`src/verilog/fsp_pkg.sv`:
```
// constants, register map and types of the four-mode serial port
// assumes a 32-bit classic wishbone master and timer overflow pulses on sys_clk
package fsp_pkg;

    // register indices; the byte address is four times the index
    localparam logic [7:0] IDX_POWER_CONTROL  = 8'h87;
    localparam logic [7:0] IDX_SERIAL_CONTROL = 8'h98;
    localparam logic [7:0] IDX_SERIAL_DATA    = 8'h99;
    localparam logic [7:0] IDX_RATE_SELECT    = 8'h9a;

    // reset values
    localparam logic [7:0] RST_POWER_CONTROL  = 8'h00;
    localparam logic [7:0] RST_SERIAL_CONTROL = 8'h00;
    localparam logic [7:0] RST_SERIAL_DATA    = 8'h00;
    localparam logic [1:0] RST_RATE_SELECT    = 2'h0;

    // power_control fields
    localparam int BIT_BAUD_DOUBLE = 7;

    // serial_control fields
    localparam int BIT_MODE_HIGH = 7;
    localparam int BIT_MODE_LOW  = 6;
    localparam int BIT_MP_ENABLE = 5;
    localparam int BIT_RX_ENABLE = 4;
    localparam int BIT_TX_NINTH  = 3;
    localparam int BIT_RX_NINTH  = 2;
    localparam int BIT_TX_DONE   = 1;
    localparam int BIT_RX_DONE   = 0;

    // rate_select fields
    localparam int BIT_TX_SRC = 0;
    localparam int BIT_RX_SRC = 1;

    // timing: ratios to the oscillator and oversampling
    localparam int         MODE0_DIV    = 12;
    localparam logic [3:0] MODE0_LAST   = 4'(MODE0_DIV - 1);
    localparam logic [3:0] MODE0_RISE   = 4'(MODE0_DIV / 2);
    localparam int         OVERSAMPLE   = 16;
    localparam logic [3:0] SUB_LAST     = 4'(OVERSAMPLE - 1);
    localparam logic [3:0] SUB_CENTRE   = 4'(OVERSAMPLE / 2 - 1);
    localparam logic [3:0] FRAME_BITS8  = 4'ha;
    localparam logic [3:0] FRAME_BITS9  = 4'hb;

    typedef enum logic [1:0] {
        FSP_MODE_SHIFT   = 2'b00,
        FSP_MODE_ASYNC8  = 2'b01,
        FSP_MODE_FIXED9  = 2'b10,
        FSP_MODE_VAR9    = 2'b11
    } fsp_mode_t;

    typedef enum logic [1:0] {
        FSP_RX_IDLE  = 2'b00,
        FSP_RX_START = 2'b01,
        FSP_RX_DATA  = 2'b10,
        FSP_RX_STOP  = 2'b11
    } fsp_rx_state_t;

endpackage

```
`src/verilog/fsp_serial_port.sv`:
```
// four-mode serial port: wishbone register slave, transmitter, receiver
// assumes timer overflow pulses are one sys_clk wide and on the same clock
//
// What this block does
// RULE1: writing the data register loads transmit buffer and starts a frame
// RULE2: reading the data register address returns the separate receive buffer
// RULE3: transmit and receive run together; receiver holds one byte while assembling next
// RULE4: two mode bits select shift, 8-bit async, fixed 9-bit, variable 9-bit
// RULE5: receiving only while receive enable is set; clearing it stops reception
// RULE6: 9-bit modes transmit the software ninth bit as ninth data bit
// RULE7: received ninth bit stored; 8-bit mode without multiprocessor stores stop bit
// RULE8: transmit-done flag set at frame end; only software clears it
// RULE9: receive-done flag set at reception end; only software clears it
// RULE10: shift mode: data pin bidirectional, transmit pin clocks, 8 bits lsb first
// RULE11: shift mode reception starts when done flag clear and enable set
// RULE12: async modes start receiving on a start bit while enabled
// RULE13: 8-bit async frame is start, eight data lsb first, stop; no clock
// RULE14: 8-bit async reception: start syncs, data to buffer, stop to ninth field
// RULE15: fixed 9-bit mode sends eleven bits at oscillator over 32 or 64
// RULE16: variable 9-bit mode equals fixed mode but uses timer rate
// RULE17: multiprocessor enable set: ninth bit zero frames raise no done flag
// RULE18: a master sends address frames with ninth bit one, data with zero
// RULE19: matched receiver clears multiprocessor enable to accept data frames
// RULE20: timer 1 source: bit rate is overflow rate over 16 or 32
// RULE21: timer 2 source: bit rate is overflow rate over 32 always
// RULE22: separate select bits choose timer 2 for receive or transmit rate
// RULE23: async receiver oversamples sixteen times, finds start edge, samples centres
//
// Implementation choice: the Wishbone register port.
module fsp_serial_port #(
    parameter int ADDR_W = 12
) (
    // clock and reset
    input  wire logic              sys_clk,
    input  wire logic              resetn,
    // wishbone slave
    input  wire logic              wb_cyc_i,
    input  wire logic              wb_stb_i,
    input  wire logic              wb_we_i,
    input  wire logic [ADDR_W-1:0] wb_adr_i,
    input  wire logic [3:0]        wb_sel_i,
    input  wire logic [31:0]       wb_dat_i,
    output logic      [31:0]       wb_dat_o,
    output logic                   wb_ack_o,
    // baud sources
    input  wire logic              timer1_ovf,
    input  wire logic              timer2_ovf,
    // serial pins
    input  wire logic              rxd_in,
    output logic                   rxd_out,
    output logic                   rxd_oe,
    output logic                   txd
);

    ////////////////////////////////////////////////////////////////////////////
    // registers and bus decode

    function automatic logic reg_hit(input logic [ADDR_W-1:0] adr, input logic [7:0] idx);
        reg_hit = (adr[ADDR_W-1:2] == {{(ADDR_W-10){1'b0}}, idx}) && (adr[1:0] == 2'b00);
    endfunction

    logic [7:0]    power_control;
    logic [1:0]    rate_select;
    logic [7:0]    rx_buf;
    fsp_pkg::fsp_mode_t mode;
    logic          mp_enable;
    logic          rx_enable;
    logic          tx_ninth_bit;
    logic          rx_ninth_bit;
    logic          tx_done_flag;
    logic          rx_done_flag;

    logic          bus_req;
    logic          bus_wr;
    logic          wr_ctrl;
    logic          wr_data;
    logic [7:0]    rd_val;
    logic          baud_double_select;

    logic          ti_set;
    logic          ri_set;
    logic          rb8_load;
    logic          rb8_val;
    logic [7:0]    rx_load_val;

    assign bus_req = wb_cyc_i && wb_stb_i;
    // writes take effect at the edge where the master sees ack
    assign bus_wr  = bus_req && wb_we_i && wb_ack_o && wb_sel_i[0];
    assign wr_ctrl = bus_wr && reg_hit(wb_adr_i, fsp_pkg::IDX_SERIAL_CONTROL);
    assign wr_data = bus_wr && reg_hit(wb_adr_i, fsp_pkg::IDX_SERIAL_DATA);
    assign baud_double_select = power_control[fsp_pkg::BIT_BAUD_DOUBLE];

    always_ff @(posedge sys_clk)
    begin
        if (!resetn)
            wb_ack_o <= 1'b0;
        else
            wb_ack_o <= bus_req && !wb_ack_o;
    end

    // RULE2 receive buffer on read
    always_comb
    begin
        rd_val = 8'h00;
        if (reg_hit(wb_adr_i, fsp_pkg::IDX_POWER_CONTROL))
            rd_val = power_control;
        else if (reg_hit(wb_adr_i, fsp_pkg::IDX_SERIAL_CONTROL))
            rd_val = {mode, mp_enable, rx_enable, tx_ninth_bit, rx_ninth_bit,
                      tx_done_flag, rx_done_flag};
        else if (reg_hit(wb_adr_i, fsp_pkg::IDX_SERIAL_DATA))
            rd_val = rx_buf;
        else if (reg_hit(wb_adr_i, fsp_pkg::IDX_RATE_SELECT))
            rd_val = {6'h00, rate_select};
    end

    always_ff @(posedge sys_clk)
    begin
        if (!resetn)
            wb_dat_o <= 32'h0000_0000;
        else if (bus_req && !wb_ack_o)
            wb_dat_o <= {24'h00_0000, rd_val};
    end

    always_ff @(posedge sys_clk)
    begin
        if (!resetn)
        begin
            power_control <= fsp_pkg::RST_POWER_CONTROL;
            rate_select   <= fsp_pkg::RST_RATE_SELECT;
        end
        else if (bus_wr)
        begin
            if (reg_hit(wb_adr_i, fsp_pkg::IDX_POWER_CONTROL))
                power_control <= wb_dat_i[7:0];
            if (reg_hit(wb_adr_i, fsp_pkg::IDX_RATE_SELECT))
                rate_select <= wb_dat_i[1:0];
        end
    end

    // RULE4 mode and control fields
    always_ff @(posedge sys_clk)
    begin
        if (!resetn)
        begin
            mode         <= fsp_pkg::fsp_mode_t'(fsp_pkg::RST_SERIAL_CONTROL[7:6]);
            mp_enable    <= fsp_pkg::RST_SERIAL_CONTROL[fsp_pkg::BIT_MP_ENABLE];
            rx_enable    <= fsp_pkg::RST_SERIAL_CONTROL[fsp_pkg::BIT_RX_ENABLE];
            tx_ninth_bit <= fsp_pkg::RST_SERIAL_CONTROL[fsp_pkg::BIT_TX_NINTH];
        end
        else if (wr_ctrl)
        begin
            mode         <= fsp_pkg::fsp_mode_t'(wb_dat_i[7:6]);
            mp_enable    <= wb_dat_i[fsp_pkg::BIT_MP_ENABLE];
            rx_enable    <= wb_dat_i[fsp_pkg::BIT_RX_ENABLE];
            tx_ninth_bit <= wb_dat_i[fsp_pkg::BIT_TX_NINTH];
        end
    end

    // RULE8 transmit done, set wins over the software clear
    always_ff @(posedge sys_clk)
    begin
        if (!resetn)
            tx_done_flag <= 1'b0;
        else if (ti_set)
            tx_done_flag <= 1'b1;
        else if (wr_ctrl)
            tx_done_flag <= wb_dat_i[fsp_pkg::BIT_TX_DONE];
    end

    // RULE9 receive done, set wins over the software clear
    always_ff @(posedge sys_clk)
    begin
        if (!resetn)
            rx_done_flag <= 1'b0;
        else if (ri_set)
            rx_done_flag <= 1'b1;
        else if (wr_ctrl)
            rx_done_flag <= wb_dat_i[fsp_pkg::BIT_RX_DONE];
    end

    // RULE7 received ninth bit or stop bit
    always_ff @(posedge sys_clk)
    begin
        if (!resetn)
            rx_ninth_bit <= 1'b0;
        else if (rb8_load)
            rx_ninth_bit <= rb8_val;
        else if (wr_ctrl)
            rx_ninth_bit <= wb_dat_i[fsp_pkg::BIT_RX_NINTH];
    end

    // RULE3 holding buffer separate from the shift register
    always_ff @(posedge sys_clk)
    begin
        if (!resetn)
            rx_buf <= fsp_pkg::RST_SERIAL_DATA;
        else if (ri_set)
            rx_buf <= rx_load_val;
    end

    ////////////////////////////////////////////////////////////////////////////
    // baud rate ticks at sixteen times the bit rate

    logic [1:0] pre_cnt;
    logic       t1_half;
    logic       t2_half;
    logic       fixed_tick;
    logic       t1_tick;
    logic       t2_tick;
    logic       tx_tick;
    logic       rx_tick;

    always_ff @(posedge sys_clk)
    begin
        if (!resetn)
        begin
            pre_cnt <= 2'h0;
            t1_half <= 1'b0;
            t2_half <= 1'b0;
        end
        else
        begin
            pre_cnt <= pre_cnt + 2'h1;
            if (timer1_ovf)
                t1_half <= !t1_half;
            if (timer2_ovf)
                t2_half <= !t2_half;
        end
    end

    // RULE15 oscillator over 32 or 64 through sixteen ticks
    assign fixed_tick = baud_double_select ? pre_cnt[0] : (pre_cnt == 2'h3);
    // RULE20 timer 1 over 16 or 32
    assign t1_tick = baud_double_select ? timer1_ovf : (timer1_ovf && t1_half);
    // RULE21 timer 2 over 32 regardless of doubling
    assign t2_tick = timer2_ovf && t2_half;

    // RULE22 per-direction source select
    // RULE16 variable 9-bit mode shares the timer path
    assign tx_tick = (mode == fsp_pkg::FSP_MODE_FIXED9) ? fixed_tick :
                     (rate_select[fsp_pkg::BIT_TX_SRC] ? t2_tick : t1_tick);
    assign rx_tick = (mode == fsp_pkg::FSP_MODE_FIXED9) ? fixed_tick :
                     (rate_select[fsp_pkg::BIT_RX_SRC] ? t2_tick : t1_tick);

    ////////////////////////////////////////////////////////////////////////////
    // receive pin synchroniser

    logic rxd_meta;
    logic rxd_sync;
    logic rxd_prev;

    always_ff @(posedge sys_clk)
    begin
        if (!resetn)
        begin
            rxd_meta <= 1'b1;
            rxd_sync <= 1'b1;
            rxd_prev <= 1'b1;
        end
        else
        begin
            rxd_meta <= rxd_in;
            rxd_sync <= rxd_meta;
            rxd_prev <= rxd_sync;
        end
    end

    ////////////////////////////////////////////////////////////////////////////
    // shift register mode engine

    logic       m0_busy;
    logic       m0_rx;
    logic [3:0] m0_cnt;
    logic [2:0] m0_bit;
    logic [7:0] m0_sh;
    logic       m0_arm;
    logic       m0_arm_d;
    logic       m0_done;

    assign m0_arm  = (mode == fsp_pkg::FSP_MODE_SHIFT) && rx_enable && !rx_done_flag;
    assign m0_done = m0_busy && (m0_cnt == fsp_pkg::MODE0_LAST) && (m0_bit == 3'h7);

    always_ff @(posedge sys_clk)
    begin
        if (!resetn)
            m0_arm_d <= 1'b0;
        else
            m0_arm_d <= m0_arm;
    end

    always_ff @(posedge sys_clk)
    begin
        if (!resetn)
        begin
            m0_busy <= 1'b0;
            m0_rx   <= 1'b0;
            m0_cnt  <= 4'h0;
            m0_bit  <= 3'h0;
            m0_sh   <= 8'h00;
        end
        // RULE1 a write restarts the engine as transmitter
        else if (wr_data && (mode == fsp_pkg::FSP_MODE_SHIFT))
        begin
            m0_busy <= 1'b1;
            m0_rx   <= 1'b0;
            m0_cnt  <= 4'h0;
            m0_bit  <= 3'h0;
            m0_sh   <= wb_dat_i[7:0];
        end
        // RULE11 reception starts as the armed condition appears
        else if (m0_arm && !m0_arm_d && !m0_busy)
        begin
            m0_busy <= 1'b1;
            m0_rx   <= 1'b1;
            m0_cnt  <= 4'h0;
            m0_bit  <= 3'h0;
        end
        else if (m0_busy)
        begin
            // RULE10 one bit per twelve cycles, lsb first
            if (m0_rx && (m0_cnt == fsp_pkg::MODE0_RISE))
                m0_sh <= {rxd_sync, m0_sh[7:1]};
            if (m0_cnt == fsp_pkg::MODE0_LAST)
            begin
                m0_cnt <= 4'h0;
                m0_bit <= m0_bit + 3'h1;
                if (!m0_rx)
                    m0_sh <= {1'b0, m0_sh[7:1]};
                if (m0_bit == 3'h7)
                    m0_busy <= 1'b0;
            end
            else
                m0_cnt <= m0_cnt + 4'h1;
            // RULE5 clearing enable aborts a shift reception
            if (m0_rx && !rx_enable)
                m0_busy <= 1'b0;
        end
    end

    ////////////////////////////////////////////////////////////////////////////
    // asynchronous transmitter

    logic        tx_busy;
    logic [10:0] tx_sh;
    logic [3:0]  tx_bits;
    logic [3:0]  tx_sub;
    logic        tx_end;

    assign tx_end = tx_busy && tx_tick && (tx_sub == fsp_pkg::SUB_LAST) && (tx_bits == 4'h1);

    always_ff @(posedge sys_clk)
    begin
        if (!resetn)
        begin
            tx_busy <= 1'b0;
            tx_sh   <= 11'h7ff;
            tx_bits <= 4'h0;
            tx_sub  <= 4'h0;
        end
        else if (wr_data && (mode != fsp_pkg::FSP_MODE_SHIFT))
        begin
            tx_busy <= 1'b1;
            tx_sub  <= 4'h0;
            // RULE13 start, data lsb first, stop
            if (mode == fsp_pkg::FSP_MODE_ASYNC8)
            begin
                tx_sh   <= {2'b11, wb_dat_i[7:0], 1'b0};
                tx_bits <= fsp_pkg::FRAME_BITS8;
            end
            else
            begin
                // RULE6 ninth bit from the software field
                tx_sh   <= {1'b1, tx_ninth_bit, wb_dat_i[7:0], 1'b0};
                tx_bits <= fsp_pkg::FRAME_BITS9;
            end
        end
        else if (tx_busy && tx_tick)
        begin
            tx_sub <= tx_sub + 4'h1;
            if (tx_sub == fsp_pkg::SUB_LAST)
            begin
                tx_sh   <= {1'b1, tx_sh[10:1]};
                tx_bits <= tx_bits - 4'h1;
                if (tx_bits == 4'h1)
                    tx_busy <= 1'b0;
            end
        end
    end

    assign ti_set = tx_end || (m0_done && !m0_rx);

    ////////////////////////////////////////////////////////////////////////////
    // asynchronous receiver

    fsp_pkg::fsp_rx_state_t rx_state;
    logic [3:0] rx_sub;
    logic [3:0] rx_cnt;
    logic [8:0] rx_sh;
    logic       rx_nine;
    logic       rx_end;
    logic       rx_accept;
    logic [7:0] rx_data;

    assign rx_nine = (mode != fsp_pkg::FSP_MODE_ASYNC8);
    assign rx_end  = (rx_state == fsp_pkg::FSP_RX_STOP) && rx_tick &&
                     (rx_sub == fsp_pkg::SUB_LAST);
    assign rx_data = rx_nine ? rx_sh[7:0] : rx_sh[8:1];

    // RULE17 ninth bit zero blocked while multiprocessor enable set
    // RULE19 clearing the enable lets data frames through
    assign rx_accept = !rx_done_flag &&
                       (!mp_enable || (rx_nine ? rx_sh[8] : rxd_sync));

    always_ff @(posedge sys_clk)
    begin
        if (!resetn)
        begin
            rx_state <= fsp_pkg::FSP_RX_IDLE;
            rx_sub   <= 4'h0;
            rx_cnt   <= 4'h0;
            rx_sh    <= 9'h000;
        end
        // RULE5 receiver held idle without enable
        else if (!rx_enable || (mode == fsp_pkg::FSP_MODE_SHIFT))
            rx_state <= fsp_pkg::FSP_RX_IDLE;
        else
        begin
            case (rx_state)
                fsp_pkg::FSP_RX_IDLE:
                begin
                    // RULE12 falling edge of the start bit
                    if (rxd_prev && !rxd_sync)
                    begin
                        rx_state <= fsp_pkg::FSP_RX_START;
                        rx_sub   <= 4'h0;
                    end
                end
                fsp_pkg::FSP_RX_START:
                begin
                    if (rx_tick)
                    begin
                        rx_sub <= rx_sub + 4'h1;
                        // RULE23 start confirmed at its centre
                        // RULE14 start bit aligns the bit timing
                        if (rx_sub == fsp_pkg::SUB_CENTRE)
                        begin
                            rx_sub   <= 4'h0;
                            rx_cnt   <= 4'h0;
                            rx_state <= rxd_sync ? fsp_pkg::FSP_RX_IDLE
                                                 : fsp_pkg::FSP_RX_DATA;
                        end
                    end
                end
                fsp_pkg::FSP_RX_DATA:
                begin
                    if (rx_tick)
                    begin
                        rx_sub <= rx_sub + 4'h1;
                        // RULE23 sample near each bit centre
                        if (rx_sub == fsp_pkg::SUB_LAST)
                        begin
                            rx_sh  <= {rxd_sync, rx_sh[8:1]};
                            rx_cnt <= rx_cnt + 4'h1;
                            if (rx_cnt == (rx_nine ? 4'h8 : 4'h7))
                                rx_state <= fsp_pkg::FSP_RX_STOP;
                        end
                    end
                end
                fsp_pkg::FSP_RX_STOP:
                begin
                    if (rx_tick)
                        rx_sub <= rx_sub + 4'h1;
                    if (rx_end)
                        rx_state <= fsp_pkg::FSP_RX_IDLE;
                end
                default:
                    rx_state <= fsp_pkg::FSP_RX_IDLE;
            endcase
        end
    end

    // RULE14 data to buffer, stop to ninth field in 8-bit mode
    assign ri_set      = (rx_end && rx_accept) || (m0_done && m0_rx);
    assign rx_load_val = (m0_done && m0_rx) ? m0_sh : rx_data;
    assign rb8_load    = rx_end && rx_accept;
    assign rb8_val     = rx_nine ? rx_sh[8] : rxd_sync;

    ////////////////////////////////////////////////////////////////////////////
    // pins

    // RULE10 transmit pin carries the shift clock in shift mode
    assign txd     = (mode == fsp_pkg::FSP_MODE_SHIFT) ?
                     (!m0_busy || (m0_cnt >= fsp_pkg::MODE0_RISE)) :
                     (!tx_busy || tx_sh[0]);
    assign rxd_oe  = m0_busy && !m0_rx && (mode == fsp_pkg::FSP_MODE_SHIFT);
    assign rxd_out = m0_sh[0];

    ////////////////////////////////////////////////////////////////////////////
    // checks

    a_tx_load_start: assert property (@(posedge sys_clk) disable iff (!resetn)
        wr_data && (mode != fsp_pkg::FSP_MODE_SHIFT) |=> tx_busy && !txd) // RULE1
        else $error("write did not start an async frame");
    a_ti_sticky: assert property (@(posedge sys_clk) disable iff (!resetn)
        tx_done_flag && !wr_ctrl |=> tx_done_flag) // RULE8
        else $error("transmit done cleared by hardware");
    a_ri_sticky: assert property (@(posedge sys_clk) disable iff (!resetn)
        rx_done_flag && !wr_ctrl |=> rx_done_flag) // RULE9
        else $error("receive done cleared by hardware");
    a_rx_disabled: assert property (@(posedge sys_clk) disable iff (!resetn)
        !rx_enable |=> rx_state == fsp_pkg::FSP_RX_IDLE) // RULE5
        else $error("receiver active while disabled");
    a_shift_clock: assert property (@(posedge sys_clk) disable iff (!resetn)
        m0_busy && (mode == fsp_pkg::FSP_MODE_SHIFT) |->
        (txd == (m0_cnt >= fsp_pkg::MODE0_RISE))) // RULE10
        else $error("shift clock phase wrong");
    a_mp_filter: assert property (@(posedge sys_clk) disable iff (!resetn)
        rx_end && rx_nine && mp_enable && !rx_sh[8] && !rx_done_flag && !wr_ctrl
        && !m0_done |=> !rx_done_flag) // RULE17
        else $error("ninth bit zero frame raised receive done");
    a_tx_ninth: assert property (@(posedge sys_clk) disable iff (!resetn)
        wr_data && mode[1] |=> tx_sh[9] == $past(tx_ninth_bit)) // RULE6
        else $error("ninth transmit bit not from software field");
    a_ack_pulse: assert property (@(posedge sys_clk) disable iff (!resetn)
        bus_req && !wb_ack_o |=> wb_ack_o ##1 !wb_ack_o) // Wishbone register port handshake
        else $error("bus ack not a single cycle answer");

    c_async_tx: cover property (@(posedge sys_clk) disable iff (!resetn) tx_end);
    c_async_rx: cover property (@(posedge sys_clk) disable iff (!resetn) rx_end && rx_accept);
    c_shift_rx: cover property (@(posedge sys_clk) disable iff (!resetn) m0_done && m0_rx);
    c_mp_block: cover property (@(posedge sys_clk) disable iff (!resetn)
        rx_end && mp_enable && !rx_accept);

endmodule

```
`config.mk`:
```
export PLATFORM = sky130hd
export DESIGN_NAME = fsp_serial_port
export DESIGN_NICKNAME = d
export VERILOG_FILES = /design/src/verilog/fsp_pkg.sv /design/src/verilog/fsp_serial_port.sv
export SDC_FILE = /design/constraint.sdc
export NUM_CORES = 1
export LEC_CHECK = 0
export ABC_AREA = 1
export BUFFER_PORTS_ARGS = -buffer_cell sky130_fd_sc_hd__buf_4
export CORE_MARGIN = 5
export CORE_UTILIZATION = 44
export CTS_CLUSTER_SIZE = 30
export DETAILED_ROUTE_END_ITERATION = 16
export GPL_ROUTABILITY_DRIVEN = 0
export HOLD_SLACK_MARGIN = 0.1
export PLACE_DENSITY = 0.76
export SYNTH_ARGS = -nofsm -noshare
export SYNTH_HDL_FRONTEND = slang
export SYNTH_SLANG_ARGS = --single-unit
```
`constraint.sdc`:
```
create_clock -name sys_clk -period 2 [get_ports sys_clk]
set_input_delay 0.3 -clock sys_clk [delete_from_list [all_inputs] [get_ports sys_clk]]
set_output_delay 0.3 -clock sys_clk [all_outputs]
set_load 0.005 [all_outputs]
```
# Yosys cells after proc, flatten, opt, wreduce, memory -nomap -nowiden
# Cells that the tools add are included.
dict set report op_classes {
  order_cmp 1
  n_mux 65
  n_eq_ne 28
  addsub 7
  bitwise_logic 2
  reduce_logical 79
}
# op count
set ops {}
lappend ops {{$mux 8} 11}
lappend ops {{$mux 4} 13}
lappend ops {{$eq 10x8->1 const B} 4}
lappend ops {{$logic_and 1x1->1} 35}
lappend ops {{$mux 11} 3}
lappend ops {{$mux 1} 25}
lappend ops {{$mux 2} 9}
lappend ops {{$reduce_bool 2->1} 9}
lappend ops {{$add 4x1->4 const B} 4}
lappend ops {{$ne 2x2->1 const B} 8}
lappend ops {{$eq 4x4->1 const B} 3}
lappend ops {{$pmux 4 s3} 1}
lappend ops {{$logic_not 1->1} 11}
lappend ops {{$mux 10} 1}
lappend ops {{$reduce_and 2->1} 5}
lappend ops {{$eq 2x2->1 const B} 4}
lappend ops {{$eq 4x3->1 const B} 2}
lappend ops {{$pmux 2 s4} 1}
lappend ops {{$pmux 4 s2} 1}
lappend ops {{$reduce_and 4->1} 2}
lappend ops {{$reduce_or 2->1} 4}
lappend ops {{$reduce_and 7->1} 1}
lappend ops {{$logic_not 2->1} 3}
lappend ops {{$logic_or 1x1->1} 6}
lappend ops {{13 further kinds} 16}
dict set report word_totals {
  out_inout_bits 36
  elab_cells 214
  regBits 99
  input_bits 56
}

# Depth between registers and ports, before layout
# Gate-level depths: netlist of run 1.
dict set report logic_depth {
  word_depth 9
  mapped_depth 12
  mapped_depth_nobuf 12
}

# Worst setup path before layout of run 1
# OpenSTA, ideal clock, no wires.
dict set report synth_timing {
  path_kind {reg2reg}
  from {reg rx_state[0]}
  to {reg rx_cnt[0]}
  arrival_time_ps 1558
  path_stages_with_launch 10
  setup_time_ps 66
  slack_ps 375
  n_path_buf 1
  period_less_slack_ps 1625
  cell_sequence {dfxtp_1 > inv_1 > ha_1 > clkbuf_1 > nand2_1 > nand2_1 > nor3b_2 > nand2_2 > or2_0 > a21oi_2}
}
dict set report synth_via {
  elab_chain_cells 3
  word_cells_on_any_way 9
  classes_between {eq/ne: 6; mux: 1; reduce/logical: 2}
}
# item line_no
set synth_rtl {}
lappend synth_rtl {{start, declared} fsp_serial_port.sv:395} ;# fsp_pkg::fsp_rx_state_t rx_state;
lappend synth_rtl {{start signal, assigned} fsp_serial_port.sv:418} ;# rx_state <= fsp_pkg::FSP_RX_IDLE;
lappend synth_rtl {{start signal, assigned} fsp_serial_port.sv:425} ;# rx_state <= fsp_pkg::FSP_RX_IDLE;
lappend synth_rtl {{start signal, assigned} fsp_serial_port.sv:434} ;# rx_state <= fsp_pkg::FSP_RX_START;
lappend synth_rtl {{$eq 2x1->1 / $eq 2x2->1 (equally long branches)} fsp_serial_port.sv:428} ;# case (rx_state)
lappend synth_rtl {{$ne 2x2->1 (no source line) / $reduce_bool 2->1 (equally long branches)} -}
lappend synth_rtl {{$reduce_and 6->1 (no source line)} -}
lappend synth_rtl {{end signal, assigned} fsp_serial_port.sv:463} ;# rx_cnt <= rx_cnt + 4'h1;
lappend synth_rtl {{end, declared} fsp_serial_port.sv:397} ;# logic [3:0] rx_cnt;
# Parallel ways exist; a longest one is shown, timed or not.
# A chain may end at the register's enable or synchronous reset.

# Worst setup path in the final report of run 1
dict set report layout_timing {
  from {reg m0_cnt[1]}
  to {out txd}
}
dict set report layout_via {
  elab_chain_cells 3
}
# item line_no
set layout_rtl {}
lappend layout_rtl {{start, declared} fsp_serial_port.sv:273} ;# logic [3:0] m0_cnt;
lappend layout_rtl {{start signal, assigned} fsp_serial_port.sv:333} ;# m0_cnt <= m0_cnt + 4'h1;
lappend layout_rtl {{$ge 4x3->1} fsp_serial_port.sv:493} ;# (!m0_busy || (m0_cnt >= fsp_pkg::MODE0_RISE)) :
lappend layout_rtl {{$logic_or 1x1->1} fsp_serial_port.sv:493}
lappend layout_rtl {{$mux 1} fsp_serial_port.sv:492} ;# assign txd = (mode == fsp_pkg::FSP_MODE_SHIFT) ?
lappend layout_rtl {{end, declared} fsp_serial_port.sv:52} ;# output logic txd
# No other way between the ends.

==> results.sh, run 1 <==
export IMPL_viasPerCell=5.06
export IMPL_maxCapViolations=0
export IMPL_postRouteAntennaNets=0
export IMPL_cts_root_buffer="clkbuf_16"
export IMPL_critPathRequiredTime_ns=1.70
export IMPL_area_growth_pct=12.6
export IMPL_grt_ovfl_total=0
export IMPL_fin_tns_setup_ns=0
export IMPL_cts_buffer_depth=2
export IMPL_clock_fmax_mhz=537
export IMPL_grt_max_degree=29
export IMPL_whs_ns=0.147
export IMPL_die_y_um=121
export IMPL_die_area_um2=14600
export IMPL_first_global_vias=4309
export IMPL_status="completed"
export IMPL_grt_pass1_wl_um=20200
export IMPL_worst_r2r_setup_slack_ns=0.24
export IMPL_diodes=0
export IMPL_cts_tree="done"
export IMPL_criticalPathCategory="reg2out"
export IMPL_slowest_delay_ns=0.34
export IMPL_critPathLaunchType="flop"
export IMPL_setup_viol=0
export IMPL_fillers=1169
export IMPL_postPlaceCellArea_um2=5760
export IMPL_postCtsSetupRepairBufs=0
export IMPL_synth_seq_area_share_pct=36.3
export IMPL_grtUsageTotal_pct=17.2
export IMPL_power_leakage_nw=2.68
export IMPL_arrival_ns=1.56
export IMPL_syn_area_per_cell_um2=7.41
export IMPL_finalClockSkew_ns=0.0115
export IMPL_antenna_found_initial=0
export IMPL_crit_chain="buf_4, ha_1, nand2_1, nor2_1, nor3_1, a31oi_1, buf_4"
export IMPL_drtIter0Drc=301
export IMPL_start_util_pct=45.0
export IMPL_rsz0062_at_grt="no"
export IMPL_nNetsFinal=843
export IMPL_final_common_cell="nand2_1"
export IMPL_crit_path_max_fanout=3
export IMPL_hold_path_class="in2reg"
export IMPL_ios=92
export IMPL_htreeDepth=3
export IMPL_synth_cell_type_count=54
export IMPL_num_vias=4666
export IMPL_place_ws_ns=0.234
export IMPL_cts_buffers_inserted=9
export IMPL_wl_per_cell_um=13.1
export IMPL_final_cell_mix="130 x nand2_1, 98 x dfxtp_1, 83 x nor2_1"
export IMPL_crit_top_cell="buf_4"
export IMPL_period_share_pct=93.1
export IMPL_syn_instance_count=729
export IMPL_whs_path_depth=2
export IMPL_endpoint_kind="output port"
export IMPL_slowest_stage="dfxtp_1"
export IMPL_syn_area_um2=5410
export IMPL_finalPower_mw=4.06
export IMPL_hp_start="rxd_in"
export IMPL_pwr_density_cell_nw_per_um2=667
export IMPL_die_w_um=121
export IMPL_r2r_end="rx_buf[4]$_SDFFE_PN0P_"
export IMPL_post_route_drc_count=0
export IMPL_fin_util_pct=50.7
export IMPL_ys_warnings_count=0
export IMPL_routed_wl_um=12100
export IMPL_numPortBuffers=40
export IMPL_core_area_um2=12000
export IMPL_hold_end="rxd_meta$_SDFF_PN1_"
export IMPL_clk_latency_ns=0.35
export IMPL_min_period_ns=1.86
export IMPL_regToRegStartpoint="m0_cnt[0]$_SDFFE_PP0P_"
export IMPL_first_pass_iters=4
export IMPL_slew_violations=0
export IMPL_synth_seq_cells=98
export IMPL_placedCellCount=908
export IMPL_reg2regPathDepth=8
export IMPL_design_area_um2=6080
export IMPL_fin_cells=923
export IMPL_hold_violations=0
export IMPL_layout_drive_gt1_share_pct=18.2
export IMPL_clock_sinks=98
export IMPL_dp_hpwl_um=9050
export IMPL_clkTransAtPathRegs_ns=0.07
export IMPL_vdd_drop_max_uv=421
export IMPL_row_count=40
export IMPL_finalWorstSetupSlack_ns=0.138
timing repair:
item                       in CTS  in global routing
resized for setup               0                  1
hold buffers                    0                  0
setup endpoints to repair       0                  2
routing by layer:
metal | vias to the layer above | wire length (um) | GRT usage, %
li1 | 2428 | - | -
met1 | 2093 | 5600 | 22.7
met2 | 128 | 5610 | 27.2
met3 | 17 | 724 | 4.21
met4 | 0 | 193 | 6.02
met5 | - | 0 | 0
how the worst max path moves through the flow:
| stage | start | endpoint | slack, ns | cells past startpoint |
|---|---|---|---|---|
| finish | m0_cnt[1]$_SDFFE_PP0P_ | txd | 0.14 | 7 |
| global route | rx_sub[0]$_SDFFE_PN0P_ | flop | 0.06 | 11 |
| global placement | wb_adr_i[4] | tx_sh[2]$_SDFFE_PN1P_ | 0.26 | 11 |
| CTS | m0_cnt[1]$_SDFFE_PP0P_ | txd | 0.15 | 7 |
| detailed placement | m0_cnt[0]$_SDFFE_PP0P_ | rx_buf[4]$_SDFFE_PN0P_ | 0.23 | 8 |
| floorplan | rx_state[0]$_SDFFE_PP0P_ | rx_cnt[0]$_SDFFE_PN0P_ | 0.38 | 9 |
sequential cells by signal, indices dropped and copies added (netlist names), 2 cells and up, named ones only:
register and cells:
rate_select 2, pre_cnt 2, rx_buf 8, power_control 8, m0_cnt 4, tx_sh 10, rx_sh 9, mode 2
tx_bits 4, m0_sh 8, rx_sub 4, m0_bit 3, tx_sub 4, rx_cnt 4, wb_dat_o 8
cell type report:
type	instances	area [um^2]	share of cell area (%)
Clock buffer	11	243	3.99
Inverter	96	365	6.00
Sequential cell	98	1960	32.2
Multi-Input combinational cell	513	2840	46.6
Tap cell	147	184	3.02
Clock inverter	4	76.3	1.25
Timing Repair Buffer	54	418	6.87
logic make-up after synthesis:
logic type / count (synthesis) / synth area share [%]
AO/OA/AOI/OAI: 133 / 15.9
XOR/XNOR: 7 / 1.13
adder cells (fa/ha/maj): 15 / 3.47
buffers and inverters: 141 / 12.9
flip-flops: 98 / 36.3
other: 1 / 0.0694
AND/OR/NAND/NOR: 334 / 30.3
worst max-delay path: cells and delay by family, from the launching register on:
family,cells,cell delay (ns)
AOI/OAI and AO/OA,1,0.17
and+or+nand+nor,3,0.29
DFF,1,0.34
adders and majority gates,1,0.14
buffers and inverters,2,0.27
cells in the mapped netlist, drive strengths merged:
cell	instances	area (um^2)
o21a	1	7.51
a221oi	1	8.76
nand3b	2	18.8
a21boi	1	7.51
o21ai	56	292
xor2	5	43.8
o211ai	15	153
buf	35	293
or2	5	31.3
inv	95	362
nor3	14	86.3
a211oi	12	120
clkbuf	10	37.5
clkinv	1	3.75
a31oi	4	25.0
nor3b	2	20.0
dfxtp	98	1960
nor4	1	6.26
nand4	12	75.1
nor2	93	417
nand2	147	648
and2	1	8.76
xnor2	2	17.5
nand3	56	320
o22ai	2	12.5
a41oi	6	52.6
a21oi	35	179
ha	15	188
conb	1	3.75
and3	1	6.26
power by group:
group          switching, mW  internal (mW)  total (mW)  leakage [nW]
Combinational          0.130         0.0838       0.214          1.74
Sequential            0.0111           1.97        1.98         0.792
Clock                  0.737           1.13        1.86         0.152
Power figures use the tool's default switching activity.
==> run 2, diff against run 1 <==
Settings changed: CTS_BUF_LIST set to sky130_fd_sc_hd__clkbuf_16.
==> run 2 against run 1 <==
Compared with the run above:
- design area decreased by 0.16%
- clock power barely moved
- combinational power is essentially flat
- critical path depth unchanged
- largest cell class unchanged
- first-iteration DRC count down 14%
==> results.sh, run 2 (synthesis gave the netlist of run 1 again) <==
export IMPL_status="completed"
export IMPL_first_pass_iters=5
export IMPL_fin_tns_setup_ns=0
export IMPL_die_w_um=121
export IMPL_hold_violations=0
export IMPL_area_growth_pct=12.4
export IMPL_numPortBuffers=40
export IMPL_reg_top3="tx_sh (10), rx_sh (9)"
export IMPL_rsz0062_at_grt="no"
export IMPL_setup_viol=0
export IMPL_postPlaceCellArea_um2=5760
export IMPL_clk_latency_ns=0.35
export IMPL_num_vias=4672
export IMPL_post_route_drc_count=0
export IMPL_start_util_pct=45.0
export IMPL_busiest_layer="met2"
export IMPL_fillers=1171
export IMPL_met1_usage_pct=22.7
export IMPL_crit_path_max_fanout=3
export IMPL_viasPerCell=5.06
export IMPL_crit_top_cell="buf_4"
export IMPL_endpoint_kind="output port"
export IMPL_final_common_cell="nand2_1"
export IMPL_cts_tree="done"
export IMPL_clock_fmax_mhz=537
export IMPL_ios=92
export IMPL_critPathBufInv=2
export IMPL_top_register="tx_sh"
export IMPL_min_period_ns=1.86
export IMPL_critPathLaunchType="flop"
export IMPL_cts_root_buffer="clkbuf_16"
export IMPL_finalPower_mw=4.02
export IMPL_hold_path_class="in2reg"
export IMPL_arrival_ns=1.56
export IMPL_layout_drive_gt1_share_pct=18.0
export IMPL_postCtsSetupRepairBufs=0
export IMPL_slowest_stage="dfxtp_1"
export IMPL_reg2regPathDepth=8
export IMPL_grt_max_degree=29
export IMPL_first_global_vias=4294
export IMPL_regToRegStartpoint="m0_cnt[0]$_SDFFE_PP0P_"
export IMPL_cts_buffers_inserted=9
export IMPL_critical_path_top_delay_family="flip-flops"
export IMPL_die_area_um2=14600
export IMPL_power_leakage_nw=2.68
export IMPL_grt_ovfl_total=0
export IMPL_dp_hpwl_um=9050
export IMPL_criticalPathCategory="reg2out"
export IMPL_design_area_um2=6070
export IMPL_met3_usage_pct=4.21
export IMPL_crit_chain="buf_4, ha_1, nand2_1, nor2_1, nor3_1, a31oi_1, buf_4"
export IMPL_grt_pass1_wl_um=20100
export IMPL_diodes=0
export IMPL_grtUsageTotal_pct=17.1
export IMPL_grtUsageMet2_pct=27.0
export IMPL_pwr_density_cell_nw_per_um2=662
export IMPL_critPathRequiredTime_ns=1.70
export IMPL_clkTransAtPathRegs_ns=0.07
export IMPL_finalClockSkew_ns=0.0115
export IMPL_nNetsFinal=843
export IMPL_row_count=40
export IMPL_drtIter0Drc=258
export IMPL_htreeDepth=3
export IMPL_worst_r2r_setup_slack_ns=0.24
export IMPL_wl_per_cell_um=13.1
export IMPL_cp_depth=7
export IMPL_slew_violations=0
export IMPL_antenna_found_initial=0
export IMPL_maxCapViolations=0
export IMPL_cts_buffer_depth=2
export IMPL_routed_wl_um=12100
export IMPL_slowest_delay_ns=0.34
export IMPL_startpoint="m0_cnt[1]$_SDFFE_PP0P_"
export IMPL_final_cell_mix="130 x nand2_1, 98 x dfxtp_1, 83 x inv_1, 83 x nor2_1, 53 x buf_4"
export IMPL_period_share_pct=93.2
export IMPL_die_y_um=121
export IMPL_largest_reg_flops=10
export IMPL_core_area_um2=12000
export IMPL_crit_path_end="txd"
export IMPL_fin_util_pct=50.6
export IMPL_r2r_end="rx_buf[3]$_SDFFE_PN0P_"
export IMPL_vdd_drop_max_uv=421
export IMPL_postRouteAntennaNets=0
export IMPL_clock_sinks=98
run 2: cell count changes in the layout (fill, tap and decap cells not counted):
cell | previous run | this run
inv_1 | 82 | 83
clkbuf_1 | 1 | 0
clkinv_1 | 1 | 2
clkbuf_8 | 1 | 0
run 2: final cells by class:
type | count | area, um^2 | area share, %
Tap cell | 147 | 184 | 3.03
Sequential cell | 98 | 1960 | 32.3
Clock inverter | 6 | 83.8 | 1.38
Multi-Input combinational cell | 513 | 2840 | 46.7
Clock buffer | 9 | 225 | 3.71
Timing Repair Buffer | 54 | 418 | 6.88
Inverter | 96 | 365 | 6.01
run 2: worst min-delay path by stage:
stage	from	endpoint	slack, ns	cells past startpoint
global route	rxd_in	rxd_meta$_SDFF_PN1_	0.14	2
finish	rxd_in	rxd_meta$_SDFF_PN1_	0.14	2
floorplan	rxd_meta$_SDFF_PN1_	rxd_sync$_SDFF_PN1_	0.39	1
detailed placement	rxd_meta$_SDFF_PN1_	rxd_sync$_SDFF_PN1_	0.40	1
CTS	rxd_in	rxd_meta$_SDFF_PN1_	0.14	2
global placement	rxd_meta$_SDFF_PN1_	rxd_sync$_SDFF_PN1_	0.40	1
run 2: layer usage:
layer  wire length, um  part of all wire [%]
met4               178                   1.5
met1              5600                    46
met2              5590                    46
met3               768                   6.3
met5                 0                     0
run 2: where the power goes:
part           switching [mW]  leakage (nW)  total (mW)  internal [mW]
clock network           0.744         0.150        1.83           1.08
logic                   0.130          1.74       0.213         0.0838
registers              0.0112         0.792        1.98           1.97
run 2: through the flow:
step / instances / worst slack, ns / hold WS [ns]
after floorplan: 752 / 0.375 / 0.393
after global placement: 908 / 0.262 / 0.395
after detailed placement: 908 / 0.234 / 0.405
after CTS: 923 / 0.150 / 0.138
after global routing: 923 / 0.0633 / 0.141
final: 923 / 0.136 / 0.144
run 2: timing repair:
action | CTS | global route
hold buffers | 0 | 0
resized for setup | 0 | 1
setup endpoints to repair | 0 | 2
run 2: worst reg2reg max path: stages (launching register included):
cell and delay [ns]:
dfxtp_1 0.38, ha_1 0.25, nand3_2 0.17, nor2_4 0.15, nand3_4 0.22, o211ai_1 0.18
o21ai_0 0.12, nor2_1 0.14, nor2_1 0.06
